`config.mk`:
```
export PLATFORM = sky130hd
export DESIGN_NAME = rcf_top
export DESIGN_NICKNAME = d
export VERILOG_FILES = /design/src/pkg/rcf_pkg.sv /design/src/rtl/rcf_rx_parser.sv /design/src/rtl/rcf_tx_builder.sv /design/src/rtl/rcf_top.sv
export SDC_FILE = /design/constraint.sdc
export NUM_CORES = 2
export LEC_CHECK = 0
export BUFFER_PORTS_ARGS = -buffer_cell sky130_fd_sc_hd__buf_4
export CAP_MARGIN = 20
export CORE_UTILIZATION = 58
export DETAILED_ROUTE_END_ITERATION = 8
export PLACE_DENSITY = 0.85
export SLEW_MARGIN = 20
export SYNTH_ARGS = -nofsm -noshare
export SYNTH_HDL_FRONTEND = slang
export SYNTH_SLANG_ARGS = --single-unit
export TNS_END_PERCENT = 1
```
`constraint.sdc`:
```
create_clock -name mclk_i -period 9 [get_ports mclk_i]
set_clock_uncertainty 0.05 [all_clocks]
set_input_delay 0.9 -clock mclk_i [delete_from_list [all_inputs] [get_ports mclk_i]]
set_output_delay 0.9 -clock mclk_i [all_outputs]
set_load 0.01 [all_outputs]
```
`src/pkg/rcf_pkg.sv`:
```
// Constants, field layouts and carriers of the command framer.
// Assumes one clock; all users import the whole package.
package rcf_pkg;

   // Frame bytes
   localparam logic [7:0]  RCF_SOF = 8'h7E;
   localparam logic [7:0]  RCF_TYPE_REQ = 8'h17;
   localparam logic [7:0]  RCF_TYPE_RSP = 8'h88;
   localparam logic [7:0]  RCF_CSUM_FULL = 8'hFF;
   localparam logic [7:0]  RCF_OPT_APPLY = 8'h02;
   localparam logic [15:0] RCF_RSVD_VAL = 16'hFFFE;
   localparam logic [63:0] RCF_BCAST_ADDR = 64'h0000_0000_0000_FFFF;

   // Request offsets within a frame
   localparam logic [15:0] RCF_OFS_TYPE = 16'h0003;
   localparam logic [15:0] RCF_OFS_ID = 16'h0004;
   localparam logic [15:0] RCF_OFS_ADDR = 16'h0005;
   localparam logic [15:0] RCF_OFS_ADDR_END = 16'h000C;
   localparam logic [15:0] RCF_OFS_RSVD = 16'h000D;
   localparam logic [15:0] RCF_OFS_RSVD_END = 16'h000E;
   localparam logic [15:0] RCF_OFS_OPT = 16'h000F;
   localparam logic [15:0] RCF_OFS_CMD = 16'h0010;
   localparam logic [15:0] RCF_OFS_CMD_END = 16'h0011;
   localparam logic [15:0] RCF_OFS_PARAM = 16'h0012;
   localparam logic [15:0] RCF_LEN_TO_LAST = 16'h0002;
   localparam logic [15:0] RCF_REQ_MIN_LEN = 16'h000F;
   localparam logic [15:0] RCF_REQ_MAX_LEN = 16'h0017;
   localparam logic [3:0]  RCF_PARAM_MAX = 4'h8;

   // Response byte positions
   localparam logic [4:0]  RCF_POS_SOF = 5'h00;
   localparam logic [4:0]  RCF_POS_LEN_HI = 5'h01;
   localparam logic [4:0]  RCF_POS_LEN_LO = 5'h02;
   localparam logic [4:0]  RCF_POS_TYPE = 5'h03;
   localparam logic [4:0]  RCF_POS_ID = 5'h04;
   localparam logic [4:0]  RCF_POS_CMD0 = 5'h05;
   localparam logic [4:0]  RCF_POS_CMD1 = 5'h06;
   localparam logic [4:0]  RCF_POS_STATUS = 5'h07;
   localparam logic [4:0]  RCF_POS_DATA = 5'h08;
   localparam logic [15:0] RCF_RSP_BASE_LEN = 16'h0005;

   // Status codes
   localparam logic [7:0]  RCF_ST_OK = 8'h00;
   localparam logic [7:0]  RCF_ST_ERROR = 8'h01;
   localparam logic [7:0]  RCF_ST_BAD_CMD = 8'h02;
   localparam logic [7:0]  RCF_ST_BAD_PARAM = 8'h03;

   // Register byte offsets
   localparam logic [7:0]  RCF_REG_CTRL = 8'h00;
   localparam logic [7:0]  RCF_REG_RSP = 8'h04;
   localparam logic [7:0]  RCF_REG_RSP_D0 = 8'h08;
   localparam logic [7:0]  RCF_REG_RSP_D1 = 8'h0C;
   localparam logic [7:0]  RCF_REG_REQ_INFO = 8'h10;
   localparam logic [7:0]  RCF_REG_ADDR_HI = 8'h14;
   localparam logic [7:0]  RCF_REG_ADDR_LO = 8'h18;
   localparam logic [7:0]  RCF_REG_PARAM0 = 8'h1C;
   localparam logic [7:0]  RCF_REG_PARAM1 = 8'h20;
   localparam logic [7:0]  RCF_REG_MISC = 8'h24;
   localparam logic [7:0]  RCF_REG_IRQ_STAT = 8'h28;
   localparam logic [7:0]  RCF_REG_IRQ_MASK = 8'h2C;
   localparam logic [7:0]  RCF_REG_NONE = 8'hFC;

   // Field positions
   localparam int RCF_CTRL_RX_EN = 0;
   localparam int RCF_CTRL_SEND = 1;
   localparam int RCF_CTRL_RELEASE = 2;
   localparam int RCF_CTRL_HELD = 4;
   localparam int RCF_CTRL_BUSY = 5;
   localparam int RCF_MISC_IS_WR = 4;
   localparam int RCF_MISC_APPLY = 5;
   localparam int RCF_MISC_OPT_BAD = 6;
   localparam int RCF_MISC_RSVD_OK = 7;
   localparam int RCF_MISC_BCAST = 8;
   localparam int RCF_IRQ_REQ = 0;
   localparam int RCF_IRQ_DROP = 1;
   localparam int RCF_IRQ_DONE = 2;

   // Reset values
   localparam logic        RCF_RX_EN_RST = 1'b0;
   localparam logic [2:0]  RCF_MASK_RST = 3'h0;

   typedef struct packed {
      logic [7:0]  id;
      logic [63:0] addr;
      logic [15:0] rsvd;
      logic [7:0]  opt;
      logic [15:0] cmd;
      logic [63:0] param;
      logic [3:0]  plen;
   } rcf_req_t;

   typedef struct packed {
      logic [7:0]  id;
      logic [15:0] cmd;
      logic [7:0]  status;
      logic [3:0]  dlen;
      logic [63:0] data;
   } rcf_rsp_t;

   function automatic logic [7:0] rcf_csum_add(input logic [7:0] sum,
                                               input logic [7:0] b);
      rcf_csum_add = sum + b;
   endfunction

   function automatic logic [7:0] rcf_csum_final(input logic [7:0] sum);
      rcf_csum_final = RCF_CSUM_FULL - sum;
   endfunction

endpackage

```
`src/rtl/rcf_rx_parser.sv`:
```
// Receive side: parses request frames from the host byte stream.
// Assumes same-clock bytes, one per rx_valid_i cycle.
`timescale 1ns/1ps
`default_nettype none
module rcf_rx_parser
   import rcf_pkg::*;
(
   input  wire logic       mclk_i,
   input  wire logic       rst_n_i,
   input  wire logic       ce_i,
   input  wire logic [7:0] rx_byte_i,
   input  wire logic       rx_valid_i,
   input  wire logic       hold_i,
   output var  rcf_req_t   req_o,
   output var  logic       got_o,
   output var  logic       drop_o
);

   typedef enum logic [2:0] {P_IDLE, P_LEN_HI, P_LEN_LO, P_BODY, P_CSUM}
      rcf_pst_t;

   typedef struct packed {
      rcf_pst_t    st;
      logic [15:0] len;
      logic [15:0] idx;
      logic [7:0]  sum;
      logic [7:0]  ftype;
      rcf_req_t    req;
      logic        got;
      logic        drop;
   } rcf_prs_t;

   localparam rcf_prs_t PRS_RST = '{st: P_IDLE, default: '0};

   rcf_prs_t r;
   rcf_prs_t n;

   always_comb begin
      logic ok;
      ok     = 1'b0;
      n      = r;
      n.got  = 1'b0;
      n.drop = 1'b0;
      if (rx_valid_i) begin
         case (r.st)
            P_IDLE: begin
               if (rx_byte_i == RCF_SOF) begin // [RL1]
                  n.st = P_LEN_HI;
               end
            end
            P_LEN_HI: begin
               n.len[15:8] = rx_byte_i; // [RL1]
               n.st        = P_LEN_LO;
            end
            P_LEN_LO: begin
               n.len[7:0] = rx_byte_i;
               n.idx      = RCF_OFS_TYPE;
               n.sum      = '0;
               n.ftype    = '0;
               n.req      = '0;
               n.st       = ({r.len[15:8], rx_byte_i} == 16'h0000) ?
                            P_CSUM : P_BODY;
            end
            P_BODY: begin
               n.sum = rcf_csum_add(r.sum, rx_byte_i); // [RL8]
               if (r.idx == RCF_OFS_TYPE) begin
                  n.ftype = rx_byte_i;
               end else if (r.idx == RCF_OFS_ID) begin
                  n.req.id = rx_byte_i;
               end else if (r.idx <= RCF_OFS_ADDR_END) begin
                  n.req.addr = {r.req.addr[55:0], rx_byte_i};
               end else if (r.idx <= RCF_OFS_RSVD_END) begin
                  n.req.rsvd = {r.req.rsvd[7:0], rx_byte_i};
               end else if (r.idx == RCF_OFS_OPT) begin
                  n.req.opt = rx_byte_i;
               end else if (r.idx <= RCF_OFS_CMD_END) begin
                  n.req.cmd = {r.req.cmd[7:0], rx_byte_i};
               end else if (r.req.plen < RCF_PARAM_MAX) begin
                  // Write value [RL7]
                  n.req.param[r.req.plen*8 +: 8] = rx_byte_i;
                  n.req.plen = r.req.plen + 4'h1;
               end
               n.idx = r.idx + 16'h0001;
               if (r.idx == r.len + RCF_LEN_TO_LAST) begin
                  n.st = P_CSUM;
               end
            end
            P_CSUM: begin
               // Frames drop while a request is held
               ok = (rx_byte_i == rcf_csum_final(r.sum)) && // [RL8]
                    (r.ftype == RCF_TYPE_REQ) &&
                    (r.len >= RCF_REQ_MIN_LEN) &&
                    (r.len <= RCF_REQ_MAX_LEN) && !hold_i;
               n.got  = ok;
               n.drop = !ok; // [RL15]
               n.st   = P_IDLE;
            end
            default: n.st = P_IDLE;
         endcase
      end
   end

   always_ff @(posedge mclk_i) begin
      if (!rst_n_i) begin
         r <= PRS_RST;
      end else if (ce_i) begin
         r <= n;
      end
   end

   assign req_o  = r.req;
   assign got_o  = r.got;
   assign drop_o = r.drop;

endmodule
`default_nettype wire

```
`src/rtl/rcf_tx_builder.sv`:
```
// Transmit side: serialises one response frame per start pulse.
// Assumes the sink takes a byte on a cycle with tx_valid_o and tx_ready_i.
`timescale 1ns/1ps
`default_nettype none
module rcf_tx_builder
   import rcf_pkg::*;
(
   input  wire logic       mclk_i,
   input  wire logic       rst_n_i,
   input  wire logic       ce_i,
   input  wire logic       start_i,
   input  wire rcf_rsp_t   rsp_i,
   input  wire logic       tx_ready_i,
   output var  logic [7:0] tx_byte_o,
   output var  logic       tx_valid_o,
   output var  logic       busy_o,
   output var  logic       done_o
);

   typedef enum logic {B_IDLE, B_SEND} rcf_bst_t;

   typedef struct packed {
      rcf_bst_t   st;
      logic [4:0] pos;
      logic [4:0] last;
      logic [7:0] sum;
      rcf_rsp_t   rsp;
      logic [7:0] data;
      logic       valid;
      logic       done;
   } rcf_bld_t;

   localparam rcf_bld_t BLD_RST = '{st: B_IDLE, default: '0};

   rcf_bld_t r;
   rcf_bld_t n;

   function automatic logic [7:0] byte_at(input logic [4:0] pos,
                                          input rcf_rsp_t   rsp,
                                          input logic [7:0] sum);
      logic [15:0] len;
      logic [4:0]  di;
      len = RCF_RSP_BASE_LEN + {12'h000, rsp.dlen};
      di  = pos - RCF_POS_DATA;
      case (pos)
         RCF_POS_SOF:    byte_at = RCF_SOF; // [RL1]
         RCF_POS_LEN_HI: byte_at = len[15:8];
         RCF_POS_LEN_LO: byte_at = len[7:0];
         RCF_POS_TYPE:   byte_at = RCF_TYPE_RSP; // [RL9]
         RCF_POS_ID:     byte_at = rsp.id; // [RL11]
         RCF_POS_CMD0:   byte_at = rsp.cmd[15:8]; // [RL12]
         RCF_POS_CMD1:   byte_at = rsp.cmd[7:0];
         RCF_POS_STATUS: byte_at = rsp.status; // [RL13]
         default: begin
            if (di < {1'b0, rsp.dlen}) begin
               byte_at = rsp.data[di[2:0]*8 +: 8]; // [RL14]
            end else begin
               byte_at = rcf_csum_final(sum); // [RL8]
            end
         end
      endcase
   endfunction

   always_comb begin
      logic [7:0] nsum;
      nsum   = r.sum;
      n      = r;
      n.done = 1'b0;
      case (r.st)
         B_IDLE: begin
            if (start_i) begin
               n.rsp   = rsp_i;
               n.pos   = RCF_POS_SOF;
               n.last  = RCF_POS_DATA + {1'b0, rsp_i.dlen};
               n.sum   = '0;
               n.data  = RCF_SOF;
               n.valid = 1'b1;
               n.st    = B_SEND;
            end
         end
         B_SEND: begin
            if (tx_ready_i) begin
               if (r.pos == r.last) begin
                  n.valid = 1'b0;
                  n.done  = 1'b1;
                  n.st    = B_IDLE;
               end else begin
                  if (r.pos >= RCF_POS_TYPE) begin
                     nsum = rcf_csum_add(r.sum, r.data); // [RL8]
                  end
                  n.sum  = nsum;
                  n.pos  = r.pos + 5'h01;
                  n.data = byte_at(n.pos, r.rsp, nsum);
               end
            end
         end
         default: n.st = B_IDLE;
      endcase
   end

   always_ff @(posedge mclk_i) begin
      if (!rst_n_i) begin
         r <= BLD_RST;
      end else if (ce_i) begin
         r <= n;
      end
   end

   assign tx_byte_o  = r.data;
   assign tx_valid_o = r.valid;
   assign busy_o     = (r.st != B_IDLE);
   assign done_o     = r.done;

endmodule
`default_nettype wire

```
`src/rtl/rcf_top.sv`:
```
// Remote command framer: parser, builder and AHB-Lite registers.
// Assumes one clock; byte streams come from same-clock logic.
//
// How it works
// (RL1) Frames open with 0x7E, then a big-endian length of the body.
// (RL2) Host sends requests with type 0x17 at offset 3.
// (RL3) A request whose ID at offset 4 is zero gets no response.
// (RL4) Host puts the 64-bit target at offsets 5-12, then 0xFFFE.
// (RL5) Option 0x02 applies at once; other option bits must be zero.
// (RL6) Host puts the two-character name at offsets 16 and 17.
// (RL7) Bytes from offset 18 are a value to write; none means a read.
// (RL8) Checksum is 0xFF minus the byte sum from offset 3 onward.
// (RL9) Every response is a frame of type 0x88.
// (RL10) One request may be answered by several response frames.
// (RL11) Response carries the request ID at offset 4; zero ID, no reply.
// (RL12) Response repeats the two name characters at offsets 5 and 6.
// (RL13) Status at offset 7: 0 OK, 1 error, 2 bad command, 3 bad value.
// (RL14) Read data follows the status; omitted when the request wrote.
// (RL15) Frames with bad checksum or impossible length are dropped.
`timescale 1ns/1ps
`default_nettype none
module rcf_top
   import rcf_pkg::*;
(
   input  wire logic        mclk_i,
   input  wire logic        rst_n_i,
   input  wire logic        ce_i,
   input  wire logic        hsel_i,
   input  wire logic [31:0] haddr_i,
   input  wire logic [1:0]  htrans_i,
   input  wire logic        hwrite_i,
   input  wire logic [2:0]  hsize_i,
   input  wire logic [31:0] hwdata_i,
   input  wire logic        hready_i,
   output var  logic [31:0] hrdata_o,
   output var  logic        hreadyout_o,
   output var  logic        hresp_o,
   input  wire logic [7:0]  rx_byte_i,
   input  wire logic        rx_valid_i,
   output var  logic [7:0]  tx_byte_o,
   output var  logic        tx_valid_o,
   input  wire logic        tx_ready_i,
   output var  logic        irq_o
);

   typedef struct packed {
      logic        ap_valid;
      logic        ap_wr;
      logic [7:0]  ap_ofs;
      logic [31:0] hrdata;
      logic        hready;
      logic        hresp;
      logic        rx_en;
      logic        req_held;
      rcf_req_t    req;
      logic [7:0]  rsp_status;
      logic [3:0]  rsp_dlen;
      logic [63:0] rsp_data;
      logic        start;
      logic [2:0]  stat;
      logic [2:0]  mask;
      logic        irq;
   } rcf_top_t;

   localparam rcf_top_t TOP_RST = '{
      hready:     1'b1,
      rx_en:      RCF_RX_EN_RST,
      rsp_status: RCF_ST_OK,
      mask:       RCF_MASK_RST,
      default:    '0
   };

   rcf_top_t r;
   rcf_top_t n;

   rcf_req_t p_req;
   logic     p_got;
   logic     p_drop;
   rcf_rsp_t rsp;
   logic     tx_busy;
   logic     tx_done;

   rcf_rx_parser u_parser (
      .mclk_i     (mclk_i),
      .rst_n_i    (rst_n_i),
      .ce_i       (ce_i),
      .rx_byte_i  (rx_byte_i),
      .rx_valid_i (rx_valid_i & r.rx_en),
      .hold_i     (r.req_held),
      .req_o      (p_req),
      .got_o      (p_got),
      .drop_o     (p_drop)
   );

   // Held request plus software's answer
   always_comb begin
      rsp.id     = r.req.id; // [RL11]
      rsp.cmd    = r.req.cmd; // [RL12]
      rsp.status = r.rsp_status; // [RL13]
      rsp.dlen   = (r.req.plen != 4'h0) ? 4'h0 : r.rsp_dlen; // [RL14]
      rsp.data   = r.rsp_data;
   end

   rcf_tx_builder u_builder (
      .mclk_i     (mclk_i),
      .rst_n_i    (rst_n_i),
      .ce_i       (ce_i),
      .start_i    (r.start),
      .rsp_i      (rsp),
      .tx_ready_i (tx_ready_i),
      .tx_byte_o  (tx_byte_o),
      .tx_valid_o (tx_valid_o),
      .busy_o     (tx_busy),
      .done_o     (tx_done)
   );

   always_comb begin
      logic        ap;
      logic [7:0]  ofs;
      logic [31:0] rd;
      logic [31:0] wd;
      logic [2:0]  clr;
      logic [2:0]  set;
      logic        send_ok;
      n       = r;
      n.start = 1'b0;
      n.hready = 1'b1;
      n.hresp  = 1'b0;
      ap      = hsel_i && hready_i && htrans_i[1];
      ofs     = (haddr_i[31:8] == 24'h000000) ? haddr_i[7:0] : RCF_REG_NONE;
      rd      = '0;
      wd      = hwdata_i;
      clr     = 3'h0;
      set     = 3'h0;
      // Held request may be answered many times
      send_ok = r.req_held && (r.req.id != 8'h00) && // [RL3] [RL10]
                !tx_busy && !r.start;

      // Zero wait states
      case (ofs)
         RCF_REG_CTRL: begin
            rd[RCF_CTRL_RX_EN] = r.rx_en;
            rd[RCF_CTRL_HELD]  = r.req_held;
            rd[RCF_CTRL_BUSY]  = tx_busy;
         end
         RCF_REG_RSP: begin
            rd[7:0]  = r.rsp_status;
            rd[11:8] = r.rsp_dlen;
         end
         RCF_REG_RSP_D0:   rd = r.rsp_data[31:0];
         RCF_REG_RSP_D1:   rd = r.rsp_data[63:32];
         RCF_REG_REQ_INFO: rd = {r.req.cmd, r.req.opt, r.req.id};
         RCF_REG_ADDR_HI:  rd = r.req.addr[63:32];
         RCF_REG_ADDR_LO:  rd = r.req.addr[31:0];
         RCF_REG_PARAM0:   rd = r.req.param[31:0];
         RCF_REG_PARAM1:   rd = r.req.param[63:32];
         RCF_REG_MISC: begin
            rd[3:0]              = r.req.plen;
            rd[RCF_MISC_IS_WR]   = (r.req.plen != 4'h0); // [RL7]
            rd[RCF_MISC_APPLY]   = |(r.req.opt & RCF_OPT_APPLY); // [RL5]
            rd[RCF_MISC_OPT_BAD] = |(r.req.opt & ~RCF_OPT_APPLY); // [RL5]
            rd[RCF_MISC_RSVD_OK] = (r.req.rsvd == RCF_RSVD_VAL);
            rd[RCF_MISC_BCAST]   = (r.req.addr == RCF_BCAST_ADDR);
         end
         RCF_REG_IRQ_STAT: rd[2:0] = r.stat;
         RCF_REG_IRQ_MASK: rd[2:0] = r.mask;
         default:          rd = '0;
      endcase

      n.ap_valid = ap;
      n.ap_wr    = hwrite_i;
      n.ap_ofs   = ofs;
      if (ap && !hwrite_i) begin
         n.hrdata = rd;
         if (ofs == RCF_REG_IRQ_STAT) begin
            clr = 3'h7;
         end
      end

      // Write data comes one cycle after its address
      if (r.ap_valid && r.ap_wr) begin
         case (r.ap_ofs)
            RCF_REG_CTRL: begin
               n.rx_en = wd[RCF_CTRL_RX_EN];
               if (wd[RCF_CTRL_SEND] && send_ok) begin
                  n.start = 1'b1; // [RL9] [RL11]
               end
               if (wd[RCF_CTRL_RELEASE]) begin
                  n.req_held = 1'b0;
               end
            end
            RCF_REG_RSP: begin
               n.rsp_status = wd[7:0]; // [RL13]
               n.rsp_dlen   = (wd[11:8] > RCF_PARAM_MAX) ?
                              RCF_PARAM_MAX : wd[11:8];
            end
            RCF_REG_RSP_D0:   n.rsp_data[31:0]  = wd;
            RCF_REG_RSP_D1:   n.rsp_data[63:32] = wd;
            RCF_REG_IRQ_MASK: n.mask = wd[2:0];
            default: ;
         endcase
      end

      // Parser drops frames while held: no clash with release
      if (p_got) begin
         n.req      = p_req; // [RL7]
         n.req_held = 1'b1;
      end

      set[RCF_IRQ_REQ]  = p_got;
      set[RCF_IRQ_DROP] = p_drop; // [RL15]
      set[RCF_IRQ_DONE] = tx_done;
      // Set beats read-clear
      n.stat = (r.stat & ~clr) | set;
      n.irq  = |(n.stat & n.mask);
   end

   always_ff @(posedge mclk_i) begin
      if (!rst_n_i) begin
         r <= TOP_RST;
      end else if (ce_i) begin
         r <= n;
      end
   end

   assign hrdata_o    = r.hrdata;
   assign hreadyout_o = r.hready;
   assign hresp_o     = r.hresp;
   assign irq_o       = r.irq;

endmodule
`default_nettype wire

```
==> impl_metrics.tcl <==
set metrics [dict create \
    path_clk_slew_ps 60 \
    ys_ff_latch 666 \
    final_cell_mix "nand2_1, dfxtp_1, a21oi_1, nor2_1, buf_4" \
    cts_tree "done" \
    drive_above_1_share 0.09900 \
    avgSynthCellArea_um2 8.281 \
    grt-ovfl-total 0 \
    met2_usage 0.5166 \
    max_slew_margin 0.2408 \
    critPathCaptureType "register" \
    dp_worst_setup_slack_ps 5025 \
    grt_pass1_wl_um 133200 \
    post_cts_resized 0 \
    leakage_nw 10.51 \
    vias 25830 \
    busiest_layer "met2" \
    clk_latency_ps 610 \
    worstPathRequired_ps 9450 \
    io_buffers 122 \
    grt_use_total 0.3427 \
    wl_um 87090 \
    min_from "u_parser.req_o[167]" \
    netlist_instances 3425 \
    grt_max_degree 181 \
    numCtsBuffers 67 \
    synth_cell_types 96 \
    globalRouteMet3Util 0.09008 \
    cts_setup_buffers 0 \
    powerDensity_mw_per_mm2 190.4 \
    rows 80 \
    first_pass_iters 7 \
    areaGrowthSynthToFinish_pct 10.12 \
    grt_pass1_vias 23280 \
    cp-start-kind "register" \
    worstMarginPinSlew_ps 1139 \
    start_util 0.5916 \
    via_per_inst 6.442 \
    root_buffer "clkbuf_16" \
    hpwl_um 57940 \
    cap_violations 0 \
    p_total_mw 5.948 \
    layout_commonest_cell "nand2_1" \
    ys.warnings.count 0 \
    clock-sinks 666 \
    path_max_fanout 26 \
    die-height_um 223.1 \
    routabilityCongestion 0.9919 \
    nets 3466 \
    htreeDepth 3 \
    hold_path.class "register to register" \
    antenna_found_initial 4 \
    core_area_mm2 0.04795 \
    ios 129 \
    finalHoldViolCount 0 \
    peakVddDrop_mv 0.1635 \
    async_reset_ff_frac 0 \
    status "finished clean" \
    timing.fmax_ghz 0.2583 \
    die_area_mm2 0.04979 \
    ff2ff_setup_slack_ps 5130 \
    crit_arrival_ps 4330 \
    reg2reg_from "u_builder.r[123]" \
    critPathKind "register to register" \
    use_met1 0.4524 \
    worst_slack_ps 5129 \
    fin_tns_setup_ps 0 \
    synthFlopType "dfxtp_1" \
    startpoint "u_builder.r[123]" \
    netlist_area_mm2 0.02836 \
    route.detailed.drc 0 \
    die_x_um 223.1 \
    cts_hold_buffers 0 \
    syn_nets 3545 \
    ant_nets 0 \
    drv_slew 0 \
    clockBufferDepth 3 \
    rsz0062_at_grt "false" \
    setup_viol 0 \
    drt_iter0_markers 3532 \
    ys_seq_area_frac 0.4701 \
    post-route-min-period_ps 3871 \
    post-route-period-util 0.4302 \
    synth_edf_count 0 \
    wl_per_cell_um 21.72 \
]
==> sequential cells by signal, indices dropped and copies added (netlist names), 8 cells and up <==
name and flops:
hrdata_o 32, r 275, u_builder.r 114, u_builder.tx_byte_o 8, u_parser.r 51, u_parser.req_o 180
==> layout make-up <==
class | instances | area, µm²
Fill cell | 3885 | 16710
Multi-Input combinational cell | 2423 | 13600
Sequential cell | 666 | 13330
Clock buffer | 89 | 1839
Timing Repair Buffer | 154 | 1181
Tap cell | 615 | 769.5
Clock inverter | 28 | 376.6
Inverter | 34 | 135.1
Antenna cell | 1 | 2.502
==> Yosys cell counts, types with 6 or more instances <==
cell type / n / share of area
buf_2: 28 / 0.0049
nor2b_1: 6 / 0.0013
clkbuf_1: 211 / 0.028
nor4_2: 6 / 0.0026
and2_1: 8 / 0.0018
nand2_1: 842 / 0.11
mux2_2: 6 / 0.0024
o2bb2ai_1: 34 / 0.010
a222oi_1: 29 / 0.010
a221oi_1: 23 / 0.0071
o22ai_1: 11 / 0.0024
xnor2_1: 29 / 0.0090
a22oi_1: 143 / 0.038
and3_1: 17 / 0.0037
dfxtp_1: 666 / 0.47
nand3b_1: 7 / 0.0019
nand4_1: 43 / 0.0095
a31oi_1: 55 / 0.012
nor3b_1: 6 / 0.0016
buf_4: 49 / 0.013
nor2_1: 254 / 0.034
a32oi_1: 8 / 0.0025
nor4_1: 40 / 0.0088
xor2_1: 23 / 0.0071
nand2b_1: 12 / 0.0026
inv_1: 33 / 0.0044
buf_1: 12 / 0.0016
mux4_2: 17 / 0.013
nand3_1: 37 / 0.0065
a32o_1: 11 / 0.0039
a21o_1: 21 / 0.0056
a22o_1: 21 / 0.0065
or4_1: 6 / 0.0016
mux2i_1: 27 / 0.0095
ha_1: 33 / 0.015
a211oi_1: 17 / 0.0045
o21ai_0: 70 / 0.012
nor3_1: 24 / 0.0042
a21oi_1: 431 / 0.076
or3_1: 10 / 0.0022
nor4b_1: 6 / 0.0019
==> through the flow <==
step | instance area [µm²] | utilization | cells | hold slack (ps)
after floorplan | 28360 | - | 3425 | 376.3
after global placement | 29010 | 0.6051 | 3892 | 386.6
after detailed placement | 29010 | 0.6051 | 3892 | 390.7
after CTS | 31230 | 0.6514 | 4009 | 388.9
after global routing | 31230 | 0.6514 | 4009 | 413.6
final | 31230 | 0.6514 | 4010 | 382.4
==> routing by layer <==
metal  up-vias  routed length (µm)
li1      11840                   -
met1     12220               33540
met2      1482               37890
met3       282               10870
met4         4                4763
met5         -                  23
==> path summary, 6_finish.rpt <==
kind         depth (start not counted)                endpoint
max                                 10  u_builder.tx_byte_o[0]
min                                  2                  r[251]
max reg2reg                         10  u_builder.tx_byte_o[0]
min reg2reg                          2                  r[251]
==> worst max-delay path, cell delays in order, from the launching register on <==
cell and delay (ps):
dfxtp_1 300, buf_4 340, ha_1 350, xor2_2 760, ha_1 380, o21a_1 110, o21a_1 180, nor3_1 670
a21oi_1 120, a211o_1 300, a311oi_1 190
==> report_power, final <==
| part | leakage [nW] | total, mW | switching (mW) | internal, mW |
|---|---|---|---|---|
| clock network | 1.08 | 2.85 | 1.19 | 1.65 |
| logic | 4.07 | 0.147 | 0.107 | 0.0397 |
| registers | 5.36 | 2.96 | 0.00498 | 2.95 |
| total | 10.5 | 5.95 | 1.31 | 4.64 |
==> cell families (layout without fill, tap and decap cells) <==
logic type	after synthesis	in the layout	synth area share
other cells	2	3	0.0002648
compound gates	926	926	0.2092
buf+inv	336	305	0.05249
mux	50	50	0.02541
flops	666	666	0.4701
xor+xnor	53	53	0.01663
fa+ha+maj	35	35	0.01597
simple gates	1357	1357	0.2099
No activity file was read; power rests on OpenSTA's default activity.
